`config.mk`:
```
export PLATFORM = sky130hd
export DESIGN_NAME = ugie_general_irq
export DESIGN_NICKNAME = d
export VERILOG_FILES = /design/src/ugie_pkg.sv /design/src/ugie_axil_slave.sv /design/src/ugie_general_irq.sv
export SDC_FILE = /design/constraint.sdc
export NUM_CORES = 1
export LEC_CHECK = 0
export BUFFER_PORTS_ARGS = -buffer_cell sky130_fd_sc_hd__buf_4
export CELL_PAD_IN_SITES_DETAIL_PLACEMENT = 1
export CELL_PAD_IN_SITES_GLOBAL_PLACEMENT = 2
export CORE_MARGIN = 3
export CORE_UTILIZATION = 22
export CTS_CLUSTER_DIAMETER = 80
export CTS_CLUSTER_SIZE = 14
export DETAILED_ROUTE_END_ITERATION = 10
export HOLD_SLACK_MARGIN = 0.1
export PLACE_DENSITY = 0.8
export SETUP_SLACK_MARGIN = 0.1
export SLEW_MARGIN = 30
export SYNTH_ARGS = -nofsm -noshare
export SYNTH_HDL_FRONTEND = slang
export SYNTH_SLANG_ARGS = --single-unit
```
`constraint.sdc`:
```
create_clock -name aclk -period 2.2 [get_ports aclk]
set_clock_uncertainty 0.2 [all_clocks]
set_input_delay 0.11 -clock aclk [delete_from_list [all_inputs] [get_ports aclk]]
set_output_delay 0.11 -clock aclk [all_outputs]
set_load 0.05 [all_outputs]
```
`src/ugie_pkg.sv`:
```
// constants and types shared by the general event interrupt block
package ugie_pkg;

  // register indexes; the byte address is four times the index
  localparam logic [5:0] IDX_STATUS = 6'h0a;
  localparam logic [5:0] IDX_ENABLE = 6'h0b;
  localparam logic [5:0] IDX_CTRL = 6'h10;

  // status bit positions, host and device layouts share 3 and 1
  localparam int BIT_DETACH = 5;
  localparam int BIT_ATTACH = 4;
  localparam int BIT_SOF = 3;
  localparam int BIT_BABBLE = 2;
  localparam int BIT_RESET = 2;
  localparam int BIT_RESUME = 1;
  localparam int BIT_SUSPEND = 0;

  // control register fields
  localparam int BIT_HOST_MODE = 0;
  localparam int BIT_SUSPENDED = 1;
  localparam int BIT_SOF_SENT = 2;

  // reset values
  localparam logic [7:0] STATUS_RESET = 8'h00;
  localparam logic [7:0] ENABLE_RESET = 8'h06;
  localparam logic HOST_MODE_RESET = 1'b0;

  // implemented bits per mode; all others read as zero
  localparam logic [7:0] STATUS_MASK_HOST = 8'h3e;
  localparam logic [7:0] STATUS_MASK_DEV = 8'h0f;
  localparam logic [7:0] ENABLE_MASK_HOST = 8'h3e;
  localparam logic [7:0] ENABLE_MASK_DEV = 8'h0f;

  // axi response codes
  localparam logic [1:0] RESP_OKAY = 2'h0;
  localparam logic [1:0] RESP_SLVERR = 2'h2;

  typedef struct packed {
    logic [7:0] status;
    logic [7:0] enable;
    logic host_mode;
    logic suspended;
    logic sof_sent;
    logic irq;
  } ugie_core_t;

endpackage : ugie_pkg
```
`src/ugie_axil_slave.sv`:
```
// axi4-lite slave that turns bus transfers into register strobes
`timescale 1ns/1ps
module ugie_axil_slave #(
  parameter int ADDR_W = 8
) (
  // clock and reset
  input wire logic aclk,
  input wire logic aresetn,
  // axi4-lite write
  input wire logic [ADDR_W-1:0] s_axi_awaddr,
  input wire logic s_axi_awvalid,
  output logic s_axi_awready,
  input wire logic [31:0] s_axi_wdata,
  input wire logic [3:0] s_axi_wstrb,
  input wire logic s_axi_wvalid,
  output logic s_axi_wready,
  output logic [1:0] s_axi_bresp,
  output logic s_axi_bvalid,
  input wire logic s_axi_bready,
  // axi4-lite read
  input wire logic [ADDR_W-1:0] s_axi_araddr,
  input wire logic s_axi_arvalid,
  output logic s_axi_arready,
  output logic [31:0] s_axi_rdata,
  output logic [1:0] s_axi_rresp,
  output logic s_axi_rvalid,
  input wire logic s_axi_rready,
  // register strobes
  output logic reg_wr_en,
  output logic [5:0] reg_wr_idx,
  output logic [7:0] reg_wr_data,
  output logic reg_wr_lane0,
  input wire logic reg_wr_err,
  output logic reg_rd_en,
  output logic [5:0] reg_rd_idx,
  input wire logic [7:0] reg_rd_data,
  input wire logic reg_rd_err
);

  typedef struct packed {
    logic aw_held;
    logic [5:0] aw_idx;
    logic w_held;
    logic [7:0] w_data;
    logic w_lane0;
    logic bvalid;
    logic [1:0] bresp;
    logic rvalid;
    logic [7:0] rdata;
    logic [1:0] rresp;
  } ugie_slave_t;

  ugie_slave_t s_reg;
  ugie_slave_t s_next;

  // a new write is held off while its response is still pending
  assign s_axi_awready = !s_reg.aw_held && !s_reg.bvalid;
  assign s_axi_wready = !s_reg.w_held && !s_reg.bvalid;
  assign s_axi_arready = !s_reg.rvalid;
  assign s_axi_bvalid = s_reg.bvalid;
  assign s_axi_bresp = s_reg.bresp;
  assign s_axi_rvalid = s_reg.rvalid;
  assign s_axi_rresp = s_reg.rresp;
  assign s_axi_rdata = {24'h00_0000, s_reg.rdata};

  assign reg_wr_en = s_reg.aw_held && s_reg.w_held && !s_reg.bvalid;
  assign reg_wr_idx = s_reg.aw_idx;
  assign reg_wr_data = s_reg.w_data;
  assign reg_wr_lane0 = s_reg.w_lane0;
  assign reg_rd_en = s_axi_arvalid && s_axi_arready;
  assign reg_rd_idx = s_axi_araddr[7:2];

  always_comb
  begin
    s_next = s_reg;
    if (s_axi_awvalid && s_axi_awready)
    begin
      s_next.aw_held = 1'b1;
      s_next.aw_idx = s_axi_awaddr[7:2];
    end
    if (s_axi_wvalid && s_axi_wready)
    begin
      s_next.w_held = 1'b1;
      s_next.w_data = s_axi_wdata[7:0];
      s_next.w_lane0 = s_axi_wstrb[0];
    end
    if (reg_wr_en)
    begin
      s_next.aw_held = 1'b0;
      s_next.w_held = 1'b0;
      s_next.bvalid = 1'b1;
      s_next.bresp = reg_wr_err ? ugie_pkg::RESP_SLVERR : ugie_pkg::RESP_OKAY;
    end
    else if (s_reg.bvalid && s_axi_bready)
    begin
      s_next.bvalid = 1'b0;
    end
    if (reg_rd_en)
    begin
      s_next.rvalid = 1'b1;
      s_next.rdata = reg_rd_data;
      s_next.rresp = reg_rd_err ? ugie_pkg::RESP_SLVERR : ugie_pkg::RESP_OKAY;
    end
    else if (s_reg.rvalid && s_axi_rready)
    begin
      s_next.rvalid = 1'b0;
    end
  end

  always_ff @(posedge aclk)
  begin
    if (!aresetn)
    begin
      s_reg <= '0;
    end
    else
    begin
      s_reg <= s_next;
    end
  end

endmodule : ugie_axil_slave

```
`src/ugie_general_irq.sv`:
```
// general event status, enable and interrupt logic with its register port
//
// Overview of operation
// - device status: 8 bits, read only, index 0x0a, resets zero, bits 7:4 zero
// - device mode: start of frame sets status bit 3
// - device mode: detected bus reset sets status bit 2
// - bit 1 set by resume signaling seen while the controller is suspended
// - device mode: detected suspend signaling sets status bit 0
// - enable register at index 0x0b, one bit per status interrupt
// - enable register reads 0x06 after reset
// - host mode: enable bit 5 gates the detach event, resets zero
// - host mode: enable bit 4 gates the attach event, resets zero
// - host mode: enable bit 3 gates start of frame, resets zero
// - host mode: enable bit 2 gates babble, resets one
// - host mode: enable bit 1 gates resume; bits 7:6 and 0 read zero
// - any status read clears every bit active at that read that is not set again in the same cycle
// - host mode: peer detach sets status bit 5
// - host mode: peer attach sets status bit 4
// - host mode: babble sets bit 2, only after the first frame start sent
//
// Local design decision: the AXI4-Lite slave port.
`timescale 1ns/1ps
module ugie_general_irq #(
  parameter int ADDR_W = 8
) (
  // clock and reset
  input wire logic aclk,
  input wire logic aresetn,
  // axi4-lite write
  input wire logic [ADDR_W-1:0] s_axi_awaddr,
  input wire logic s_axi_awvalid,
  output logic s_axi_awready,
  input wire logic [31:0] s_axi_wdata,
  input wire logic [3:0] s_axi_wstrb,
  input wire logic s_axi_wvalid,
  output logic s_axi_wready,
  output logic [1:0] s_axi_bresp,
  output logic s_axi_bvalid,
  input wire logic s_axi_bready,
  // axi4-lite read
  input wire logic [ADDR_W-1:0] s_axi_araddr,
  input wire logic s_axi_arvalid,
  output logic s_axi_arready,
  output logic [31:0] s_axi_rdata,
  output logic [1:0] s_axi_rresp,
  output logic s_axi_rvalid,
  input wire logic s_axi_rready,
  // one-cycle event pulses from the bus logic
  input wire logic sof_event,
  input wire logic bus_reset_event,
  input wire logic resume_event,
  input wire logic suspend_event,
  input wire logic peer_attach_event,
  input wire logic peer_detach_event,
  input wire logic babble_event,
  // interrupt to the interrupt controller and mode indication
  output logic irq,
  output logic host_mode
);

  ////////////////////////////////////////////////////////////////////////////
  // register port

  logic reg_wr_en;
  logic [5:0] reg_wr_idx;
  logic [7:0] reg_wr_data;
  logic reg_wr_lane0;
  logic reg_wr_err;
  logic reg_rd_en;
  logic [5:0] reg_rd_idx;
  logic [7:0] reg_rd_data;
  logic reg_rd_err;

  ugie_axil_slave #(
    .ADDR_W(ADDR_W)
  ) u_slave (
    .aclk(aclk),
    .aresetn(aresetn),
    .s_axi_awaddr(s_axi_awaddr),
    .s_axi_awvalid(s_axi_awvalid),
    .s_axi_awready(s_axi_awready),
    .s_axi_wdata(s_axi_wdata),
    .s_axi_wstrb(s_axi_wstrb),
    .s_axi_wvalid(s_axi_wvalid),
    .s_axi_wready(s_axi_wready),
    .s_axi_bresp(s_axi_bresp),
    .s_axi_bvalid(s_axi_bvalid),
    .s_axi_bready(s_axi_bready),
    .s_axi_araddr(s_axi_araddr),
    .s_axi_arvalid(s_axi_arvalid),
    .s_axi_arready(s_axi_arready),
    .s_axi_rdata(s_axi_rdata),
    .s_axi_rresp(s_axi_rresp),
    .s_axi_rvalid(s_axi_rvalid),
    .s_axi_rready(s_axi_rready),
    .reg_wr_en(reg_wr_en),
    .reg_wr_idx(reg_wr_idx),
    .reg_wr_data(reg_wr_data),
    .reg_wr_lane0(reg_wr_lane0),
    .reg_wr_err(reg_wr_err),
    .reg_rd_en(reg_rd_en),
    .reg_rd_idx(reg_rd_idx),
    .reg_rd_data(reg_rd_data),
    .reg_rd_err(reg_rd_err)
  );

  ////////////////////////////////////////////////////////////////////////////
  // state

  ugie_pkg::ugie_core_t c_reg;
  ugie_pkg::ugie_core_t c_next;

  logic wr_status;
  logic wr_enable;
  logic wr_ctrl;
  logic rd_status;
  logic [7:0] set_bits;
  logic [7:0] clr_bits;
  logic [7:0] stat_mask;
  logic [7:0] en_mask;

  assign wr_status = reg_wr_en && (reg_wr_idx == ugie_pkg::IDX_STATUS);
  assign wr_enable = reg_wr_en && (reg_wr_idx == ugie_pkg::IDX_ENABLE);
  assign wr_ctrl = reg_wr_en && (reg_wr_idx == ugie_pkg::IDX_CTRL);
  assign rd_status = reg_rd_en && (reg_rd_idx == ugie_pkg::IDX_STATUS);

  // status is read only, so a write to it is refused like an unmapped one
  assign reg_wr_err = reg_wr_en && !wr_enable && !wr_ctrl;

  always_comb
  begin
    reg_rd_err = 1'b0;
    unique case (reg_rd_idx)
      ugie_pkg::IDX_STATUS: reg_rd_data = c_reg.status;
      ugie_pkg::IDX_ENABLE: reg_rd_data = c_reg.enable;
      ugie_pkg::IDX_CTRL: reg_rd_data = {5'h00, c_reg.sof_sent, c_reg.suspended,
                                         c_reg.host_mode};
      default:
      begin
        reg_rd_data = 8'h00;
        reg_rd_err = 1'b1;
      end
    endcase
  end

  ////////////////////////////////////////////////////////////////////////////
  // event capture and masking

  always_comb
  begin
    c_next = c_reg;
    set_bits = 8'h00;
    if (wr_ctrl && reg_wr_lane0)
    begin
      c_next.host_mode = reg_wr_data[ugie_pkg::BIT_HOST_MODE];
    end
    // a role change restarts suspend and frame tracking for the new role
    if (c_next.host_mode != c_reg.host_mode)
    begin
      c_next.suspended = 1'b0;
      c_next.sof_sent = 1'b0;
    end
    else
    begin
      if (suspend_event)
      begin
        c_next.suspended = 1'b1;
      end
      if (resume_event || bus_reset_event)
      begin
        c_next.suspended = 1'b0;
      end
      if (c_reg.host_mode && sof_event)
      begin
        c_next.sof_sent = 1'b1;
      end
      if (c_reg.host_mode && bus_reset_event)
      begin
        c_next.sof_sent = 1'b0;
      end
    end
    set_bits[ugie_pkg::BIT_SOF] = sof_event;
    set_bits[ugie_pkg::BIT_RESUME] = resume_event && c_reg.suspended;
    if (c_reg.host_mode)
    begin
      set_bits[ugie_pkg::BIT_DETACH] = peer_detach_event;
      set_bits[ugie_pkg::BIT_ATTACH] = peer_attach_event;
      // babble before any frame start went out is not reported
      set_bits[ugie_pkg::BIT_BABBLE] = babble_event && c_reg.sof_sent;
    end
    else
    begin
      set_bits[ugie_pkg::BIT_RESET] = bus_reset_event;
      set_bits[ugie_pkg::BIT_SUSPEND] = suspend_event;
    end
    stat_mask = c_next.host_mode ? ugie_pkg::STATUS_MASK_HOST : ugie_pkg::STATUS_MASK_DEV;
    en_mask = c_next.host_mode ? ugie_pkg::ENABLE_MASK_HOST : ugie_pkg::ENABLE_MASK_DEV;
    // clear only what the read returned; new sets win over the clear
    clr_bits = rd_status ? c_reg.status : 8'h00;
    c_next.status = ((c_reg.status & ~clr_bits) | set_bits) & stat_mask;
    if (wr_enable && reg_wr_lane0)
    begin
      c_next.enable = reg_wr_data;
    end
    c_next.enable = c_next.enable & en_mask;
    // registered so that irq equals the or of the current status bits masked by enable
    c_next.irq = |(c_next.status & c_next.enable);
  end

  always_ff @(posedge aclk)
  begin
    if (!aresetn)
    begin
      c_reg.status <= ugie_pkg::STATUS_RESET;
      c_reg.enable <= ugie_pkg::ENABLE_RESET;
      c_reg.host_mode <= ugie_pkg::HOST_MODE_RESET;
      c_reg.suspended <= 1'b0;
      c_reg.sof_sent <= 1'b0;
      c_reg.irq <= 1'b0;
    end
    else
    begin
      c_reg <= c_next;
    end
  end

  assign irq = c_reg.irq;
  assign host_mode = c_reg.host_mode;

  logic mode_still;
  logic [7:0] st;
  logic [7:0] en;
  assign mode_still = !wr_ctrl;
  assign st = c_reg.status;
  assign en = c_reg.enable;
endmodule : ugie_general_irq

```
# After elaboration in Yosys (flattened, before gate mapping)
# Index checks and enable logic that the tools add are counted.
[op_classes]
n_eq_ne = 6
n_mux = 14
bitwise = 7
reduce_logical = 34
[ops]
columns = ["cell", "count"]
rows = [
  ["$pmux 8 s3", 1],
  ["$logic_and 1x1->1", 20],
  ["$eq 6x4->1 const B", 3],
  ["$and 8x6->8", 2],
  ["$and 8x8->8", 2],
  ["$mux 8", 2],
  ["$eq 6x5->1 const B", 2],
  ["$reduce_or 3->1", 3],
  ["$not 8->8", 1],
  ["$or 8x6->8", 1],
  ["$reduce_or 8->1", 1],
  ["$mux 1", 7],
  ["$logic_not 1->1", 6],
  ["$mux 2", 3],
  ["$mux 6", 1],
  ["$reduce_bool 2->1", 2],
  ["$reduce_or 2->1", 1],
  ["$logic_or 1x1->1", 1],
  ["$ne 1x1->1", 1],
  ["$not 1->1", 1],
]
[totals]
regBits = 51
wordCells = 77

# Longest topological paths before layout
[logic_depth]
depth_word = 10
mapped_depth = 7
depth_no_buf = 5

# Hierarchy
# From an unflattened synthesis, not the netlist that was laid out.
[unflattened]
cells_unflattened = 289
hier_area_um2 = 2428.6
[modules_own_cells]
columns = ["module", "instances", "cells_each", "area_per_inst_um2", "seq_area_each_um2"]
rows = [
  ["ugie_axil_slave", 1, 189, 1551.5, 580.6],
  ["ugie_general_irq", 1, 100, 877.1, 320.3],
]

# Worst setup path before layout
# OpenSTA, ideal clock, no wires.
[synth_path]
kind = "reg2reg"
start = "reg u_slave.s_reg (netlist bit u_slave.s_axi_bvalid)"
end = "reg u_slave.s_reg (netlist bit u_slave.reg_wr_data[0])"
arrival_ns = 2.100
path_slack_ns = -0.228
path_stages_with_launch = 6
path_buffers = 1
synth_period_minus_slack_ns = 2.428
path_cell_list = "dfxtp_1 nor2_1 and2_1 clkbuf_1 mux2i_1 nor2_1"
[synth_between]
elab_chain_len = 3
[synth_lines]
columns = ["item", "line", "text"]
rows = [
  ["from (decl)", "ugie_axil_slave.sv:53", "ugie_slave_t s_reg;"],
  ["from (signal assigned)", "ugie_axil_slave.sv:118", "s_reg <= s_next;"],
  ["$logic_not 1->1", "ugie_axil_slave.sv:58", "assign s_axi_wready = !s_reg.w_held && !s_reg.bvalid;"],
  ["$logic_and 1x1->1", "ugie_axil_slave.sv:58", ""],
  ["net s_axi_wready", "ugie_general_irq.sv:36", "output logic s_axi_wready,"],
  ["$logic_and 1x1->1", "ugie_axil_slave.sv:81", "if (s_axi_wvalid && s_axi_wready)"],
]
# The timed path passes the listed nets, and every way through them passes these cells.
# A chain may end at the register's enable or synchronous reset.

# Worst setup path after layout
[layout_path]
start = "reg u_slave.s_reg (netlist bit u_slave.reg_wr_idx[0])"
end = "reg irq (netlist name)"
[layout_between]
elab_chain_len = 8
word_cells_on_any_way = 13
cone_classes = "eq/ne: 2; mux: 3; bitwise: 3; reduce/logical: 5"
[layout_lines]
columns = ["item", "line", "text"]
rows = [
  ["$eq 6x5->1", "ugie_general_irq.sv:124", "assign wr_ctrl = reg_wr_en && (reg_wr_idx == ugie_pkg::IDX_CTRL);"],
  ["$logic_and 1x1->1", "ugie_general_irq.sv:124", ""],
  ["$logic_and 1x1->1", "ugie_general_irq.sv:153", "if (wr_ctrl && reg_wr_lane0)"],
  ["$mux 1", "ugie_general_irq.sv:153", ""],
  ["$mux 6", "ugie_general_irq.sv:196, ugie_general_irq.sv:197", ""],
  ["$and 8x6->8 (on tied branches)", "ugie_general_irq.sv:200, ugie_general_irq.sv:205", ""],
  ["$and 8x8->8 (*)", "ugie_general_irq.sv:207", "c_next.irq = |(c_next.status & c_next.enable);"],
  ["$reduce_or 8->1 (*)", "ugie_general_irq.sv:207", ""],
]
# Every way passes the cells marked *; elsewhere a longest branch is shown, timed or not.

==> results.sh <==
export IMPL_status="finished clean"
export IMPL_cp_data_arrival_time_ps=2130
export IMPL_multi_input_area_um2=988
export IMPL_synth_top_cell_area_share_pct=40.7
export IMPL_coreArea_um2=8810
export IMPL_worstSkewPairLatency_ps=290
export IMPL_fmax_mhz=460
export IMPL_path_max_fanout=4
export IMPL_synth_compound_area_share_pct=9.05
export IMPL_clkTransAtPathRegs_ps=80
export IMPL_gp_congestion=0.777
export IMPL_yosys_warnings=0
export IMPL_reg2reg_depth=6
export IMPL_regToRegSetupSlack_ps=20
export IMPL_combPwrFrac_pct=24.2
export IMPL_dr_pass1_iters=4
export IMPL_routed_wl_mm=4.95
export IMPL_dpl_cell_count=366
export IMPL_seq_area_um2=832
export IMPL_vias=1665
export IMPL_yosys_area_share_adder_pct=0
export IMPL_start_util_pct=22.9
export IMPL_startpoint="u_slave.reg_wr_idx[0]"
export IMPL_synth_seq_cells=41
export IMPL_final_util_pct=31.2
export IMPL_via_per_inst=4.17
export IMPL_cp_required_ps=2150
export IMPL_syn_to_final_growth_pct=36.1
export IMPL_std_cell_rows=34
export IMPL_antenna_cells=0
export IMPL_synth_cell_area_um2=2020
export IMPL_drive_gt1_share_pct=29.6
export IMPL_min_from="s_axi_araddr[3]"
export IMPL_grt_pass1_vias=1614
export IMPL_seqPwrFrac_pct=47.1
export IMPL_synthSimpleGateAreaFrac_pct=19.8
export IMPL_portBuffers=47
export IMPL_antenna_found_initial=0
export IMPL_ir_worst_vdd_v=0.000241
export IMPL_final_common_cell="buf_4"
export IMPL_min_path_type="in -> reg"
export IMPL_clkPwrFrac_pct=28.8
export IMPL_cts_htree_levels=2
export IMPL_endpoint_kind="flip-flop"
export IMPL_overflow=0
export IMPL_leakage_nw=1.18
export IMPL_drt_initial_drc_count=44
export IMPL_cts_tree="done"
export IMPL_muxShareOfSynthArea_pct=13.5
export IMPL_netSwitchingFraction_pct=32.0
export IMPL_avgRoutedWirePerCell_um=12.4
export IMPL_dieArea_um2=10400
export IMPL_grt_max_degree=28
export IMPL_period_needed_ps=2180
export IMPL_report_final_slew_viol_count=0
export IMPL_cts_setup_buffers=0
export IMPL_critPathLaunchType="flip-flop"
export IMPL_ant_nets=0
export IMPL_pin_count=109
export IMPL_grt_pass1_wl_mm=7.81
export IMPL_die_w_um=102
export IMPL_synth_top_family_by_area="simple AND/OR/NAND/NOR gates"
export IMPL_pwr_density_cell_nw_per_um2=619
export IMPL_r2r_start="u_slave.reg_wr_idx[0]"
export IMPL_dp_hpwl_mm=3.73
export IMPL_die_y_um=102
export IMPL_final_cell_mix="buf_4 (59), dfxtp_1 (36), nor2_1 (31)"
export IMPL_synth_cells=217
export IMPL_finalSetupViolCount=0
export IMPL_yosys_area_share_xor_xnor_pct=0.434
export IMPL_fillers=1021
export IMPL_stdcell_count=399
export IMPL_ctsLongestPathBuffers=2
export IMPL_internal_power_mw=1.15
export IMPL_finalNetCount=356
export IMPL_ys_flop_type="dfxtp_1"
export IMPL_worst_setup_path_type="reg -> reg"
export IMPL_final_area_um2=2750
export IMPL_power_switching_uw=544
export IMPL_async_flop_share_pct=0
export IMPL_placed_area_um2=2400
export IMPL_numClockSinks=41
export IMPL_hold_viol=0
export IMPL_synthTopCellsByArea="dfxtp_1 (41%), buf_4 (13%), mux2i_1 (8.4%)"
export IMPL_yosysTopAreaCell="dfxtp_1"
export IMPL_clock_root_buffer="clkbuf_8"
export IMPL_synthDistinctLibCells=39
export IMPL_cts_buffers=5
export IMPL_reg2reg_to="irq"
export IMPL_rsz0062_at_grt="yes"
export IMPL_endpoint="irq"
export IMPL_synth_avg_cell_area_um2=9.30
export IMPL_maxCapViolations=0
export IMPL_synth_edf_count=0
export IMPL_drcViolationCount=0
export IMPL_synth_seq_area_share_pct=40.7
export IMPL_period_share_pct=98.9
export IMPL_fin_tns_setup_ps=0
export IMPL_grt_use_total_pct=9.56
==> worst max-delay path, stage by stage, from the launching register on <==
cell      delay, ps
dfxtp_1         380
nand4b_1        200
nor4b_4         250
buf_4           180
mux2_4          310
a222oi_1        340
o221ai_1        180
==> how the worst min path moves through the flow <==
stage,to,slack [ps],depth (start not counted)
after floorplan,c_reg[2],-10,1
after global placement,c_reg[2],90,2
after detailed placement,c_reg[2],100,2
after CTS,u_slave.s_axi_rresp[1],120,5
after global routing,u_slave.s_axi_rresp[1],110,4
final,u_slave.s_axi_rresp[1],60,4
==> cell families (layout without fill, tap and decap cells) <==
| kind of cell | after synthesis | count (layout) |
|---|---|---|
| muxes | 26 | 26 |
| other | 1 | 28 |
| AOI/OAI and AO/OA | 28 | 28 |
| buffers and inverters | 48 | 95 |
| DFF | 41 | 41 |
| and+or+nand+nor | 72 | 72 |
| xor gates and xnor gates | 1 | 1 |
==> area by class of cell <==
type	instances	share of cell area, %
clock buffer	6	2.64
clock inverter	2	0.501
inverter	3	0.410
multi-input combinational	155	36.0
sequential	41	30.3
tap	108	4.92
timing repair buffer	84	25.2
==> power by group through the flow <==
stage | Combinational, mW | Sequential, mW | Clock (mW)
finish | 0.410 | 0.800 | 0.489
global route | 0.439 | 0.805 | 0.546
floorplan | 0.301 | 0.826 | 0
CTS | 0.412 | 0.799 | 0.512
global placement | 0.371 | 0.815 | 0
detailed placement | 0.375 | 0.816 | 0
==> layer usage <==
layer / vias up / track usage [%] / share of wire [%]
met2: 41 / 17.4 / 52
met5: - / 0 / 0
met1: 796 / 11.3 / 43
li1: 824 / - / -
met4: 0 / 2.86 / 0.85
met3: 4 / 1.93 / 4.3
==> synth_stat cells, types with 3 or more instances <==
cell,n
a21oi_1,13
nand3_1,4
nand2b_1,4
nor2_1,32
clkbuf_1,7
or2_1,3
and2_1,5
buf_4,36
mux2i_1,17
a221oi_1,3
nor3_1,4
mux2_2,9
nand2_1,5
inv_1,3
dfxtp_1,41
==> metrics by stage <==
| step | hold slack (ps) | setup WS [ps] | power [mW] |
|---|---|---|---|
| after floorplan | -11.9 | 1.58 | 1.13 |
| after global placement | 94.7 | -31.2 | 1.19 |
| after detailed placement | 95.4 | -41.5 | 1.19 |
| after global routing | 107 | -82.9 | 1.79 |
| final | 62.3 | 24.9 | 1.70 |
| after CTS | 117 | -21.4 | 1.72 |
==> timing repair <==
action / CTS / global route
hold buffers: 26 / 0
endpoints found under the setup margin: 1 / 7
pin swaps: 3 / 2
hold endpoints to repair: 32 / 0
resized for setup: 0 / 5
Power figures use the tool's default switching activity.
